[config.mk]
export PLATFORM = sky130hd
export DESIGN_NAME = spc_top
export DESIGN_NICKNAME = d
export VERILOG_FILES = /design/src/logic/spc_pkg.sv /design/src/logic/spc_top.sv /design/src/logic/spc_sync.sv /design/src/logic/spc_clamp_ch.sv
export SDC_FILE = /design/constraint.sdc
export NUM_CORES = 1
export LEC_CHECK = 0
export ABC_CLOCK_PERIOD_IN_PS = 1400
export BUFFER_PORTS_ARGS = -buffer_cell sky130_fd_sc_hd__buf_2
export CAP_MARGIN = 40
export CORE_ASPECT_RATIO = 1.4
export CORE_MARGIN = 2
export CORE_UTILIZATION = 40
export CTS_BUF_LIST = sky130_fd_sc_hd__clkbuf_4
export CTS_CLUSTER_DIAMETER = 60
export DETAILED_ROUTE_END_ITERATION = 7
export GPL_TIMING_DRIVEN = 0
export PLACE_DENSITY = 0.62
export SLEW_MARGIN = 20
export SYNTH_ARGS = -nofsm -noshare
export SYNTH_HDL_FRONTEND = slang
export SYNTH_SLANG_ARGS = --single-unit
[constraint.sdc]
create_clock -name clock_i -period 1.4 [get_ports clock_i]
set_input_delay 0.21 -clock clock_i [delete_from_list [all_inputs] [get_ports clock_i]]
set_output_delay 0.21 -clock clock_i [all_outputs]
set_load 0.1 [all_outputs]
[src/logic/spc_pkg.sv]
// package: register map, field layout and carrier types for the sleep-pin clamp block
package spc_pkg;
    localparam int SPC_ADDR_W = 8;
    localparam int SPC_DATA_W = 32;
    localparam int SPC_REG_W = 16;
    localparam int SPC_NUM_CONV = 6;
    // printed offsets are word indexes, byte address is four times the index
    localparam logic [SPC_ADDR_W-1:0] SPC_IDX_SECOND_SLEEP_PIN_CFG = 8'h19;
    localparam logic [SPC_ADDR_W-1:0] SPC_IDX_ALARM_CLAMP = 8'h1A;
    localparam logic [SPC_ADDR_W-1:0] SPC_IDX_AMP_ENABLE = 8'h1C;
    localparam logic [SPC_ADDR_W-1:0] SPC_IDX_CLAMP_CFG = 8'h1D;
    localparam logic [SPC_ADDR_W-1:0] SPC_IDX_STATUS = 8'h1E;
    localparam logic [SPC_REG_W-1:0] SPC_RST_SECOND_SLEEP_PIN_CFG = 16'hFF00;
    localparam logic [SPC_REG_W-1:0] SPC_RST_ALARM_CLAMP = 16'h0000;
    localparam logic [SPC_REG_W-1:0] SPC_RST_AMP_ENABLE = 16'h0000;
    localparam logic [SPC_REG_W-1:0] SPC_RST_CLAMP_CFG = 16'h0000;
    localparam logic [SPC_DATA_W-1:0] SPC_UNMAPPED_READ = 32'h0000_0000;
    localparam int SPC_FLD_CONV_SLEEP_LSB = 0;
    localparam int SPC_FLD_AMP_SLEEP = 6;
    localparam int SPC_FLD_CONV_HOLD_LSB = 8;
    localparam int SPC_FLD_AMP_HOLD = 14;
    localparam int SPC_FLD_AMP_ON = 0;
    localparam int SPC_FLD_STAT_AMP = 8;
    localparam int SPC_FLD_STAT_SLEEP = 9;
    localparam int SPC_SYNC_STAGES = 2;

    typedef struct packed {
        logic [SPC_ADDR_W-1:0] address;
        logic read;
        logic write;
        logic [SPC_DATA_W-1:0] writedata;
        logic [3:0] byteenable;
    } spc_bus_req_type;

    typedef struct packed {
        logic [SPC_DATA_W-1:0] readdata;
        logic waitrequest;
    } spc_bus_rsp_type;

    typedef enum logic [1:0] {
        SPC_BUS_IDLE,
        SPC_BUS_ACK
    } spc_bus_state_type;
endpackage

[src/logic/spc_top.sv]
// sleep-pin clamp control: registers, Avalon-MM slave and clamp outputs
//
// The Avalon-MM slave port was chosen for this implementation.
`timescale 1ns/1ps
module spc_top
    import spc_pkg::*;
#(
    parameter int NUM_CONV = SPC_NUM_CONV
) (
    input wire logic clock_i,
    input wire logic srst_i,
    input wire logic [SPC_ADDR_W+1:0] avs_address_i,
    input wire logic avs_read_i,
    input wire logic avs_write_i,
    input wire logic [SPC_DATA_W-1:0] avs_writedata_i,
    input wire logic [3:0] avs_byteenable_i,
    output logic [SPC_DATA_W-1:0] avs_readdata_o,
    output logic avs_waitrequest_o,
    input wire logic second_sleep_pin_i,
    output logic amp_enable_pin_o,
    output logic [NUM_CONV-1:0] conv_clamp_o,
    output logic [SPC_REG_W-1:0] alarm_output_clamp_o
);
    spc_bus_req_type req;
    spc_bus_state_type bus_state_r;
    logic [SPC_REG_W-1:0] sleep_cfg_r;
    logic [SPC_REG_W-1:0] alarm_clamp_r;
    logic [SPC_REG_W-1:0] amp_enable_r;
    logic [SPC_REG_W-1:0] clamp_cfg_r;
    logic [SPC_DATA_W-1:0] readdata_r;
    logic waitrequest_r;
    logic amp_pin_r;
    logic [NUM_CONV-1:0] conv_clamp_r;
    logic sleep_sync;
    logic amp_held;
    logic [NUM_CONV-1:0] conv_held;
    logic take;
    logic wr_amp;
    logic wr_clamp;
    logic [SPC_DATA_W-1:0] rd_mux;

    // merge a write word into a 16-bit register by byte lanes
    function automatic logic [SPC_REG_W-1:0] merge16(
        input logic [SPC_REG_W-1:0] old,
        input logic [SPC_DATA_W-1:0] wdata,
        input logic [3:0] be
    );
        logic [SPC_REG_W-1:0] res;
        res = old;
        if (be[0]) begin
            res[7:0] = wdata[7:0];
        end
        if (be[1]) begin
            res[15:8] = wdata[15:8];
        end
        return res;
    endfunction

    function automatic logic [SPC_DATA_W-1:0] zext16(input logic [SPC_REG_W-1:0] v);
        return {{(SPC_DATA_W-SPC_REG_W){1'b0}}, v};
    endfunction

    assign req.address = avs_address_i[SPC_ADDR_W+1:2];
    assign req.read = avs_read_i;
    assign req.write = avs_write_i;
    assign req.writedata = avs_writedata_i;
    assign req.byteenable = avs_byteenable_i;

    // answer one cycle after a request is seen, to keep read data registered
    assign take = (bus_state_r == SPC_BUS_ACK);
    assign wr_amp = take && req.write && (req.address == SPC_IDX_AMP_ENABLE);
    assign wr_clamp = take && req.write && (req.address == SPC_IDX_CLAMP_CFG);

    always_ff @(posedge clock_i) begin
        if (srst_i) begin
            bus_state_r <= SPC_BUS_IDLE;
            waitrequest_r <= 1'b1;
        end else begin
            case (bus_state_r)
                SPC_BUS_IDLE: begin
                    if (req.read || req.write) begin
                        bus_state_r <= SPC_BUS_ACK;
                        waitrequest_r <= 1'b0;
                    end
                end
                SPC_BUS_ACK: begin
                    bus_state_r <= SPC_BUS_IDLE;
                    waitrequest_r <= 1'b1;
                end
                default: begin
                    bus_state_r <= SPC_BUS_IDLE;
                    waitrequest_r <= 1'b1;
                end
            endcase
        end
    end

    always_comb begin
        if (req.address == SPC_IDX_SECOND_SLEEP_PIN_CFG) begin
            rd_mux = zext16(sleep_cfg_r);
        end else if (req.address == SPC_IDX_ALARM_CLAMP) begin
            rd_mux = zext16(alarm_clamp_r);
        end else if (req.address == SPC_IDX_AMP_ENABLE) begin
            rd_mux = zext16(amp_enable_r);
        end else if (req.address == SPC_IDX_CLAMP_CFG) begin
            rd_mux = zext16(clamp_cfg_r);
        end else if (req.address == SPC_IDX_STATUS) begin
            rd_mux = SPC_UNMAPPED_READ;
            rd_mux[NUM_CONV-1:0] = conv_clamp_r;
            rd_mux[SPC_FLD_STAT_AMP] = amp_pin_r;
            rd_mux[SPC_FLD_STAT_SLEEP] = sleep_sync;
        end else begin
            rd_mux = SPC_UNMAPPED_READ;
        end
    end

    always_ff @(posedge clock_i) begin
        if (srst_i) begin
            readdata_r <= SPC_UNMAPPED_READ;
        end else if ((bus_state_r == SPC_BUS_IDLE) && req.read) begin
            readdata_r <= rd_mux;
        end
    end

    // reserved bits are plain storage; keeping them is the host's job
    always_ff @(posedge clock_i) begin
        if (srst_i) begin
            sleep_cfg_r <= SPC_RST_SECOND_SLEEP_PIN_CFG;
        end else if (take && req.write && (req.address == SPC_IDX_SECOND_SLEEP_PIN_CFG)) begin
            sleep_cfg_r <= merge16(sleep_cfg_r, req.writedata, req.byteenable);
        end
    end

    always_ff @(posedge clock_i) begin
        if (srst_i) begin
            alarm_clamp_r <= SPC_RST_ALARM_CLAMP;
        end else if (take && req.write && (req.address == SPC_IDX_ALARM_CLAMP)) begin
            alarm_clamp_r <= merge16(alarm_clamp_r, req.writedata, req.byteenable);
        end
    end

    always_ff @(posedge clock_i) begin
        if (srst_i) begin
            amp_enable_r <= SPC_RST_AMP_ENABLE;
        end else if (wr_amp) begin
            amp_enable_r <= merge16(amp_enable_r, req.writedata, req.byteenable);
        end
    end

    always_ff @(posedge clock_i) begin
        if (srst_i) begin
            clamp_cfg_r <= SPC_RST_CLAMP_CFG;
        end else if (wr_clamp) begin
            clamp_cfg_r <= merge16(clamp_cfg_r, req.writedata, req.byteenable);
        end
    end

    spc_sync u_sync (
        .clock_i(clock_i),
        .srst_i(srst_i),
        .async_i(second_sleep_pin_i),
        .sync_o(sleep_sync)
    );

    // the pin high keeps the hold set, so a release write to the amp enable register cannot wake early
    spc_clamp_ch u_amp_ch (
        .clock_i(clock_i),
        .srst_i(srst_i),
        .sleep_i(sleep_sync),
        .sleep_en_i(sleep_cfg_r[SPC_FLD_AMP_SLEEP]),
        .wake_hold_i(sleep_cfg_r[SPC_FLD_AMP_HOLD]),
        .release_i(wr_amp),
        .held_o(amp_held)
    );

    genvar g;
    generate
        for (g = 0; g < NUM_CONV; g++) begin : g_conv
            spc_clamp_ch u_conv_ch (
                .clock_i(clock_i),
                .srst_i(srst_i),
                .sleep_i(sleep_sync),
                .sleep_en_i(sleep_cfg_r[SPC_FLD_CONV_SLEEP_LSB + g]),
                .wake_hold_i(sleep_cfg_r[SPC_FLD_CONV_HOLD_LSB + g]),
                .release_i(wr_clamp),
                .held_o(conv_held[g])
            );
        end
    endgenerate

    // outputs: software level, forced off or into clamp while held
    always_ff @(posedge clock_i) begin
        if (srst_i) begin
            amp_pin_r <= 1'b0;
            conv_clamp_r <= '0;
        end else begin
            amp_pin_r <= amp_enable_r[SPC_FLD_AMP_ON] && !amp_held;
            conv_clamp_r <= clamp_cfg_r[NUM_CONV-1:0] | conv_held;
        end
    end

    assign avs_readdata_o = readdata_r;
    assign avs_waitrequest_o = waitrequest_r;
    assign amp_enable_pin_o = amp_pin_r;
    assign conv_clamp_o = conv_clamp_r;
    assign alarm_output_clamp_o = alarm_clamp_r;
endmodule

[src/logic/spc_sync.sv]
// two-flop synchroniser for the asynchronous sleep pin
`timescale 1ns/1ps
module spc_sync
    import spc_pkg::*;
#(
    parameter int STAGES = SPC_SYNC_STAGES
) (
    input wire logic clock_i,
    input wire logic srst_i,
    input wire logic async_i,
    output logic sync_o
);
    logic [STAGES-1:0] chain_r;

    // first stage is read only by the next stage
    always_ff @(posedge clock_i) begin
        if (srst_i) begin
            chain_r <= '0;
        end else begin
            chain_r <= {chain_r[STAGES-2:0], async_i};
        end
    end

    assign sync_o = chain_r[STAGES-1];
endmodule

[src/logic/spc_clamp_ch.sv]
// one clamp channel: sleep enable, wake hold and software release
`timescale 1ns/1ps
module spc_clamp_ch (
    input wire logic clock_i,
    input wire logic srst_i,
    input wire logic sleep_i,
    input wire logic sleep_en_i,
    input wire logic wake_hold_i,
    input wire logic release_i,
    output logic held_o
);
    logic held_r;

    // a high pin wins over a software release in the same cycle while sleep_en_i is set
    always_ff @(posedge clock_i) begin
        if (srst_i) begin
            held_r <= 1'b0;
        end else if (sleep_en_i && sleep_i) begin
            held_r <= 1'b1;
        end else if (!sleep_en_i) begin
            held_r <= 1'b0;
        end else if (!wake_hold_i || release_i) begin
            held_r <= 1'b0;
        end
    end

    assign held_o = held_r;
endmodule

==> flow_metrics.py, run 1 <==
metrics = {
    "outcome": {
        "status": "finished, violations left",
        "violations": "negative setup slack",
    },
    "synth": {
        "avgSynthCellArea_um2": 9.90,
        "yosysWarningCount": 0,
        "synth_cell_types": 35,
        "synth-main-ff-cell": "dfxtp_1",
        "ys_ff_latch": 98,
        "synth_edf_count": 0,
        "ys_seq_area_frac": 0.450,
        "synthCells": 440,
        "synth-async-reset-ratio": 0,
        "synth_area_um2": 4360,
    },
    "grt": {
        "grt_max_degree": 16,
        "grt_pass1_wl_mm": 19.8,
        "track_usage": 0.224,
        "grt_pass1_vias": 3662,
        "antenna_found_initial": 1,
        "grt-ovfl-total": 0,
    },
    "setup_path": {
        "path_max_fanout": 8,
        "crit_path_end_kind": "register",
        "cp-start-kind": "register",
        "crit_chain": "and4b_2 > buf_6 > nand4_4 > mux2i_1 > nor2_1",
        "critical_path_required_ns": 1.72,
        "cp.arrival_ns": 1.76,
        "r2r_end": "clamp_cfg_r[10]$_SDFFE_PP0P_",
        "crit_type": "reg2reg",
        "r2r-start": "bus_state_r[0]$_SDFFE_PP0P_",
        "critPathSlowestCell": "dfxtp_4",
        "reg2reg_slack_ns": -0.04,
        "path_delay_family": "simple AND/OR/NAND/NOR gates",
        "reg2reg_depth": 5,
        "cp_num_buf_inv": 1,
        "crit_path_max_incr_delay_ns": 0.39,
    },
    "timing": {
        "finalHoldViolations": 0,
        "layout_min_cycle_time_ns": 1.44,
        "max_freq_mhz": 696,
        "fin_setup_tns_ns": -0.270,
        "max-slew-margin-rel": 0.489,
        "rsz0062_at_grt": "yes",
        "finalSetupViolCount": 16,
        "fin_crit_sh": 1.03,
        "worst_pin_slew_ns": 0.767,
        "whs_ns": 0.0152,
        "finalMaxSlewViolations": 0,
        "finalClockSkew_ns": 0.0172,
        "fin_ws_ns": -0.0372,
    },
    "clock_tree": {
        "clk_latency_ns": 0.46,
        "cts_buffers": 9,
        "cts_tree": "yes",
        "clock_sinks": 98,
        "root_buffer": "clkbuf_4",
        "cts.htree.levels": 3,
        "clock_path_buffers": 2,
        "clkTransAtPathRegs_ns": 0.15,
    },
    "power_and_ir_drop": {
        "p_per_area_nw_per_um2": 939,
        "peakVddDrop_mv": 0.413,
        "totalPowerFinal_mw": 5.19,
        "leakagePower_nw": 2.62,
    },
    "die": {
        "core_um2": 10800,
        "die-area_um2": 11800,
        "std_cell_rows": 45,
        "initial_utilization": 0.405,
        "die_x_um": 92.2,
        "io_pins": 107,
        "die_h_um": 127,
    },
    "cells_and_area": {
        "layout_commonest_cell": "nor2_1",
        "layout-drive-gt1-share": 0.336,
        "final_cells": 699,
        "final_core_util": 0.514,
        "syn2layout_area_growth_pct": 27.0,
        "fin_area_um2": 5530,
        "finalNetCount": 603,
        "final_cell_mix": "nor2_1, dfxtp_1, buf_4",
        "n_fill_cell": 994,
    },
    "route": {
        "ant_nets": 0,
        "vias": 3711,
        "viasPerCell": 5.31,
        "firstDrtPassIters": 5,
        "drt_iter0_drc": 199,
        "drc": 0,
        "wire_per_inst_um": 18.7,
        "wirelength_mm": 13.1,
    },
    "flow_run": {
        "maxCapViolCount": 0,
    },
    "placed_design": {
        "placed_cell_area_um2": 4990,
        "dp.cells": 665,
        "placement.io_buffers": 69,
        "hpwl_mm": 9.06,
        "gp_congestion": 0.861,
        "pre_cts_slack_ns": -0.630,
    },
    "hold_path": {
        "hold_end": "bus_state_r[0]$_SDFFE_PP0P_",
        "min_from": "avs_read_i",
        "min_path_type": "in2reg",
        "hold_path_depth": 2,
    },
}
-- layer usage --
metal  track usage  wire length [um]  vias to the layer above
met5             0                 0                        -
met2         0.419              6980                      129
met4        0.0975               347                        0
met3        0.0342               576                       32
li1              -                 -                     1758
met1         0.248              5180                     1792
-- worst max-delay path by stage --
stage | depth (start not counted) | startpoint | to
2_1_floorplan | 2 | avs_readdata_o[0]$_SDFFE_PP0P_ | avs_readdata_o[0]$_SDFFE_PP0P_
3_3_place_gp | 6 | avs_read_i | avs_readdata_o[5]$_SDFFE_PP0P_
3_5_place_dp | 6 | avs_read_i | avs_readdata_o[5]$_SDFFE_PP0P_
4_1_cts | 4 | bus_state_r[0]$_SDFFE_PP0P_ | amp_enable_r[0]$_SDFFE_PP0P_
5_1_grt | 5 | bus_state_r[0]$_SDFFE_PP0P_ | clamp_cfg_r[12]$_SDFFE_PP0P_
6_report | 5 | bus_state_r[0]$_SDFFE_PP0P_ | clamp_cfg_r[10]$_SDFFE_PP0P_
-- worst reg2reg max path: cells and delay by family (launching register included) --
family	cells	cell delay (ns)
simple gates	3	0.56
flops	1	0.39
buf+inv	1	0.11
mux	1	0.25
-- cells in the mapped netlist, types with 3 or more instances --
library cell	instances	area, um2
nand3_2	3	30.0
o221ai_1	8	70.1
nand3_1	7	35.0
a21oi_1	8	40.0
nor3b_1	9	67.6
a2111oi_2	6	90.1
o22ai_1	8	50.1
nor2_1	85	319
nor3_1	3	15.0
a31oi_1	7	43.8
dfxtp_1	98	1960
clkbuf_1	13	48.8
mux2i_1	64	641
inv_1	8	30.0
buf_6	5	56.3
nor2b_1	17	106
a211o_1	16	140
nand4_4	3	63.8
a22oi_1	8	60.1
a32o_1	8	80.1
buf_2	7	35.0
buf_4	22	165
nand2b_1	9	56.3
-- cell families after synthesis --
kind of cell | count (synthesis) | synth area share
buf+inv | 57 | 0.0787
flops | 98 | 0.450
mux | 64 | 0.147
simple gates | 148 | 0.186
other cells | 1 | 0.000861
compound gates | 72 | 0.138
-- flip-flops by register name, summed over array words and instances (netlist names), 2 cells and up --
name,flops
conv_clamp_o,6
avs_readdata_o,16
alarm_output_clamp_o,16
amp_enable_r,16
g_conv.u_conv_ch.held_o,6
sleep_cfg_r,16
clamp_cfg_r,16
u_sync.chain_r,2
-- what timing repair did --
item | in CTS | in global routing
cloned | 1 | 0
pin swaps | 9 | 5
setup buffers | 7 | 4
endpoints found under the hold margin | 8 | 0
resized for setup | 59 | 11
hold buffers | 8 | 0
endpoints found under the setup margin | 116 | 70
-- power breakdown --
group          leakage [nW]  switching, mW  internal (mW)
clock network        0.0779          0.947          0.611
logic                  1.73          0.596          0.220
registers             0.809         0.0173           2.80
-- cell type report --
cell class | instances | area [um2] | area share
multi-input combinational | 300 | 2170 | 0.392
sequential | 98 | 2020 | 0.365
timing repair buffer | 89 | 672 | 0.121
buffer | 46 | 319 | 0.0577
tap | 141 | 176 | 0.0319
clock buffer | 12 | 90.1 | 0.0163
clock inverter | 4 | 51.3 | 0.00927
inverter | 8 | 30.0 | 0.00543
antenna | 1 | 2.50 | 0.000452
No activity file was read; power rests on OpenSTA's default activity.
==> inputs of run 2 (changes only) <==
Settings changed: BUFFER_PORTS_ARGS -buffer_cell sky130_fd_sc_hd__buf_2 to -buffer_cell sky130_fd_sc_hd__buf_4.
==> run 2 against run 1 <==
  * The run still ends with negative setup slack left
  * Fmax decreased by 2.7%
  * Power shrank 4.1%
  * Count of clock-buffer cells in the layout stayed put
  * Cell area up 1.1%
  * Sequential share of layout area shrank 0.44 points
  * First-iteration DRC count is 8.5% higher
  * Largest power group unchanged
  * Highest routed layer unchanged
==> flow_metrics.py, run 2 (synthesis gave the netlist of run 1 again) <==
metrics = {
    "power_and_ir_drop": {
        "peakVddDrop_mv": 0.516,
        "p_per_area_nw_per_um2": 890,
        "leakagePower_nw": 2.63,
        "totalPowerFinal_mw": 4.98,
    },
    "hold_path": {
        "hold_end": "alarm_output_clamp_o[0]$_SDFFE_PP0P_",
        "min_path_type": "in2reg",
        "hold_path_depth": 3,
        "min_from": "avs_writedata_i[0]",
    },
    "die": {
        "die-area_um2": 11800,
        "io_pins": 107,
        "die_x_um": 92.2,
        "initial_utilization": 0.405,
        "die_h_um": 127,
        "std_cell_rows": 45,
        "core_um2": 10800,
    },
    "grt": {
        "use_met1": 0.265,
        "grt_pass1_vias": 3547,
        "track_usage": 0.224,
        "grt-ovfl-total": 0,
        "grt_max_degree": 15,
        "met2_usage": 0.389,
        "top_usage_layer": "met2",
        "met3_usage": 0.0413,
        "antenna_found_initial": 1,
        "grt_pass1_wl_mm": 19.7,
    },
    "setup_path": {
        "path_max_fanout": 10,
        "cp-start-kind": "input port",
        "r2r-start": "bus_state_r[0]$_SDFFE_PP0P_",
        "crit_path_end_kind": "register",
        "r2r_end": "clamp_cfg_r[10]$_SDFFE_PP0P_",
        "critical_path_required_ns": 1.70,
        "crit_type": "in2reg",
        "reg2reg_depth": 5,
        "reg2reg_slack_ns": -0.06,
        "cp.arrival_ns": 1.78,
        "critPathLaunch": "avs_address_i[4]",
    },
    "cells_and_area": {
        "layout-drive-gt1-share": 0.341,
        "syn2layout_area_growth_pct": 28.3,
        "final_cell_mix": "buf_4, nor2_1, dfxtp_1",
        "finalNetCount": 604,
        "layout_commonest_cell": "buf_4",
        "final_cells": 700,
        "final_core_util": 0.520,
    },
    "clock_tree": {
        "cts.htree.levels": 3,
        "cts_buffers": 9,
        "root_buffer": "clkbuf_4",
        "clkTransAtPathRegs_ns": 0.14,
        "cts_tree": "yes",
        "clk_latency_ns": 0.43,
        "clock_sinks": 98,
        "clock_path_buffers": 2,
    },
    "timing": {
        "finalSetupViolCount": 32,
        "finalMaxSlewViolations": 0,
        "max_freq_mhz": 677,
        "finalHoldViolations": 0,
        "fin_crit_sh": 1.05,
        "worst_pin_slew_ns": 0.747,
        "fin_ws_ns": -0.0765,
        "whs_ns": 0.0340,
        "finalClockSkew_ns": 0.0113,
        "max-slew-margin-rel": 0.502,
        "rsz0062_at_grt": "yes",
        "layout_min_cycle_time_ns": 1.48,
    },
    "route": {
        "drc": 0,
        "wirelength_mm": 13.0,
        "firstDrtPassIters": 4,
        "viasPerCell": 5.20,
        "vias": 3639,
        "ant_nets": 0,
        "drt_iter0_drc": 216,
        "wire_per_inst_um": 18.5,
    },
    "outcome": {
        "violations": "negative setup slack",
        "status": "finished, violations left",
    },
    "placed_design": {
        "hpwl_mm": 8.99,
        "dp.cells": 665,
        "gp_congestion": 0.861,
        "placement.io_buffers": 69,
        "pre_cts_slack_ns": -0.512,
    },
    "flow_run": {
        "maxCapViolCount": 0,
    },
}
## run 2: cell count changes in the layout (fill, tap and decap cells not counted), sizes merged
cell / before / now
clkinv: 1 / 4
dlygate4sd3: 8 / 10
buf: 116 / 115
bufinv: 1 / 0
clkinvlp: 1 / 0
inv: 9 / 8
## run 2: through the flow
stage                     TNS (ns)  cell area, um2
after floorplan            -0.0446            4460
after global placement      -24.54            5160
after detailed placement    -26.64            5160
after CTS                   -0.258            5540
after global routing         -2.77            5590
final                       -0.762            5590
## run 2: worst max-delay path: stages
cell and delay [ns]:
buf_4 0.11, buf_2 0.27, buf_1 0.52, o221ai_1 0.29
a41oi_1 0.29, nor3_1 0.07
## run 2: final cells by class
| class | count | area [um2] |
|---|---|---|
| fillers | 1012 | 5160 |
| multi-input cells | 300 | 2170 |
| flip-flops and latches | 98 | 2020 |
| repair buffers | 90 | 759 |
| plain buffers | 46 | 323 |
| well taps | 141 | 176 |
| clock buffers | 12 | 90.1 |
| inverters | 8 | 30.0 |
| clock inverters | 4 | 18.8 |
| diodes | 1 | 2.50 |
## run 2: routing by layer
layer  up-vias  wire [um]  share of wire
li1       1759          -              -
met1      1713       5030           0.39
met2       136       6710           0.52
met3        31        856          0.066
met4         0        367          0.028
met5         -          0              0
## run 2: repair_timing
action / 4_1_cts / 5_1_grt
resized for setup: 25 / 13
setup buffers: 7 / 3
hold endpoints to repair: 10 / 0
pin swaps: 17 / 5
endpoints found under the setup margin: 81 / 44
gates cloned: 1 / 0
hold buffers: 10 / 0
## run 2: worst max-delay path by stage
stage / end / slack [ns]
floorplan: avs_readdata_o[0]$_SDFFE_PP0P_ / -0.04
global placement: avs_readdata_o[5]$_SDFFE_PP0P_ / -0.51
detailed placement: avs_readdata_o[5]$_SDFFE_PP0P_ / -0.51
CTS: sleep_cfg_r[14]$_SDFFE_PP1P_ / -0.07
global route: clamp_cfg_r[10]$_SDFFE_PP0P_ / -0.12
finish: avs_readdata_o[4]$_SDFFE_PP0P_ / -0.08
## run 2: where the power goes
part           switching [mW]  internal [mW]  leakage (nW)
Sequential             0.0186           2.80         0.809
Clock                   0.898          0.415        0.0685
Combinational           0.595          0.250          1.75
==> inputs of run 3 (changes only) <==
Settings changed: ABC_CLOCK_PERIOD_IN_PS 1400 to 1600, PLACE_DENSITY 0.62 to 0.6.
Clock period 1.4 ns to 1.6 ns, I/O delays scaled along.
==> run 3 against run 2 <==
  * The flow now finishes without violations
  * Global-route usage is 0.31 points higher
  * Highest routed layer unchanged
  * Power is 14% lower
  * Count of clock-buffer cells in the layout is 3 lower
  * Sequential power is 12% lower
==> flow_metrics.py, run 3 (synthesis gave the netlist of run 1 again) <==
metrics = {
    "die": {
        "std_cell_rows": 45,
        "core_um2": 10800,
        "initial_utilization": 0.405,
        "die-area_um2": 11800,
        "die_x_um": 92.2,
        "die_h_um": 127,
        "io_pins": 107,
    },
    "setup_path": {
        "critical_path_required_ns": 1.94,
        "reg2reg_depth": 5,
        "crit_path_end_kind": "register",
        "cp-start-kind": "register",
        "reg2reg_slack_ns": 0.06,
        "crit_end": "amp_enable_r[13]$_SDFFE_PP0P_",
        "cp.arrival_ns": 1.88,
        "critPathLaunch": "bus_state_r[0]$_SDFFE_PP0P_",
        "r2r_end": "amp_enable_r[13]$_SDFFE_PP0P_",
        "crit_type": "reg2reg",
        "r2r-start": "bus_state_r[0]$_SDFFE_PP0P_",
        "path_max_fanout": 8,
    },
    "power_and_ir_drop": {
        "leakagePower_nw": 2.54,
        "p_per_area_nw_per_um2": 798,
        "peakVddDrop_mv": 0.470,
    },
    "route": {
        "wire_per_inst_um": 19.1,
        "firstDrtPassIters": 4,
        "drc": 0,
        "wirelength_mm": 13.2,
        "viasPerCell": 5.26,
        "drt_iter0_drc": 169,
        "vias": 3627,
        "ant_nets": 0,
    },
    "hold_path": {
        "min_from": "avs_writedata_i[3]",
        "min_path_type": "in2reg",
    },
    "timing": {
        "fin_crit_sh": 0.964,
        "max-slew-margin-rel": 0.520,
        "rsz0062_at_grt": "no",
        "worst_pin_slew_ns": 0.720,
        "finalClockSkew_ns": 0.0160,
        "finalHoldViolations": 0,
        "layout_min_cycle_time_ns": 1.54,
        "fin_ws_ns": 0.0571,
        "max_freq_mhz": 648,
        "finalMaxSlewViolations": 0,
        "finalSetupViolCount": 0,
    },
    "placed_design": {
        "dp.cells": 665,
        "pre_cts_slack_ns": -0.386,
        "placement.io_buffers": 69,
        "placed_cell_area_um2": 5120,
        "hpwl_mm": 9.22,
        "gp_congestion": 0.895,
    },
    "cells_and_area": {
        "fin_area_um2": 5340,
        "layout-drive-gt1-share": 0.272,
        "n_fill_cell": 1032,
        "layout_commonest_cell": "buf_4",
        "final_cell_mix": "buf_4, nor2_1, dfxtp_1",
        "n_antenna_cell": 0,
        "multiInputGateArea_um2": 2120,
        "final_cells": 689,
        "syn2layout_area_growth_pct": 22.7,
        "final_core_util": 0.497,
        "finalNetCount": 595,
        "register_area_um2": 1980,
    },
    "grt": {
        "grt_pass1_vias": 3607,
        "antenna_found_initial": 0,
        "grt-ovfl-total": 0,
        "grt_max_degree": 15,
        "track_usage": 0.227,
        "grt_pass1_wl_mm": 19.8,
    },
    "clock_tree": {
        "clk_latency_ns": 0.48,
        "clock_sinks": 98,
        "cts_buffers": 9,
        "cts_tree": "yes",
        "root_buffer": "clkbuf_4",
        "clock_path_buffers": 2,
        "clkTransAtPathRegs_ns": 0.14,
        "cts.htree.levels": 3,
    },
    "flow_run": {
        "maxCapViolCount": 0,
    },
    "outcome": {
        "status": "complete, no violations",
    },
}
run 3: cell count changes in the layout (fill, tap and decap cells not counted), moves of 3 or more:
cell / change
dfxtp_2: -12
clkbuf_4: -3
buf_6: -8
nand3_2: +3
nor2_2: -6
dfxtp_1: +17
clkinv_1: +3
nand3_4: -3
buf_4: +3
dfxtp_4: -5
nor2_1: +6
run 3: worst min-delay path by stage:
| stage | cells past startpoint | slack, ns | to |
|---|---|---|---|
| finish | 3 | 0.02 | alarm_output_clamp_o[3]$_SDFFE_PP0P_ |
| global route | 3 | 0.03 | sleep_cfg_r[3]$_SDFFE_PP0P_ |
| CTS | 2 | 0.003 | sleep_cfg_r[11]$_SDFFE_PP1P_ |
| detailed placement | 1 | 0.43 | u_sync.chain_r[1]$_SDFF_PP0_ |
| global placement | 1 | 0.42 | u_sync.chain_r[1]$_SDFF_PP0_ |
| floorplan | 1 | 0.36 | sleep_cfg_r[10]$_SDFFE_PP1P_ |
run 3: what timing repair did:
| action | 4_1_cts | 5_1_grt |
|---|---|---|
| buffers inserted | 2 | 1 |
| hold buffers | 8 | 1 |
| pin swaps | 2 | 1 |
| gates resized for setup | 2 | 7 |
| endpoints found under the hold margin | 8 | 1 |
| endpoints found under the setup margin | 48 | 22 |
run 3: per-layer routing:
metal | track usage | wire (um) | vias to the layer above
li1 | - | - | 1741
met1 | 0.270 | 5430 | 1755
met2 | 0.404 | 6760 | 112
met3 | 0.0330 | 717 | 19
met4 | 0.0983 | 248 | 0
met5 | 0 | 0 | -
run 3: area by class of cell:
type,count,share of cell area
repair buffers,81,0.120
inverters,8,0.00562
clock buffers,9,0.0126
plain buffers,46,0.0557
multi-input cells,300,0.397
flip-flops and latches,98,0.371
clock inverters,6,0.00468
well taps,141,0.0330
run 3: worst max-delay path, stage by stage, from the launching register on:
cell	delay, ns
dfxtp_4	0.40
and4b_2	0.28
buf_4	0.13
nand3_2	0.30
mux2i_1	0.25
nor2_1	0.06
run 3: stage by stage:
step	hold slack (ns)	TNS, ns	total power, mW
after floorplan	0.358	0	3.01
after global placement	0.418	-11.65	3.21
after detailed placement	0.426	-12.91	3.21
after CTS	0.00321	0	4.28
after global routing	0.0345	0	4.42
final	0.0210	0	4.27
run 3: power by group:
| part | leakage (nW) | switching [mW] | internal [mW] |
|---|---|---|---|
| Combinational | 1.69 | 0.514 | 0.195 |
| Sequential | 0.799 | 0.0147 | 2.46 |
| Clock | 0.0555 | 0.798 | 0.286 |
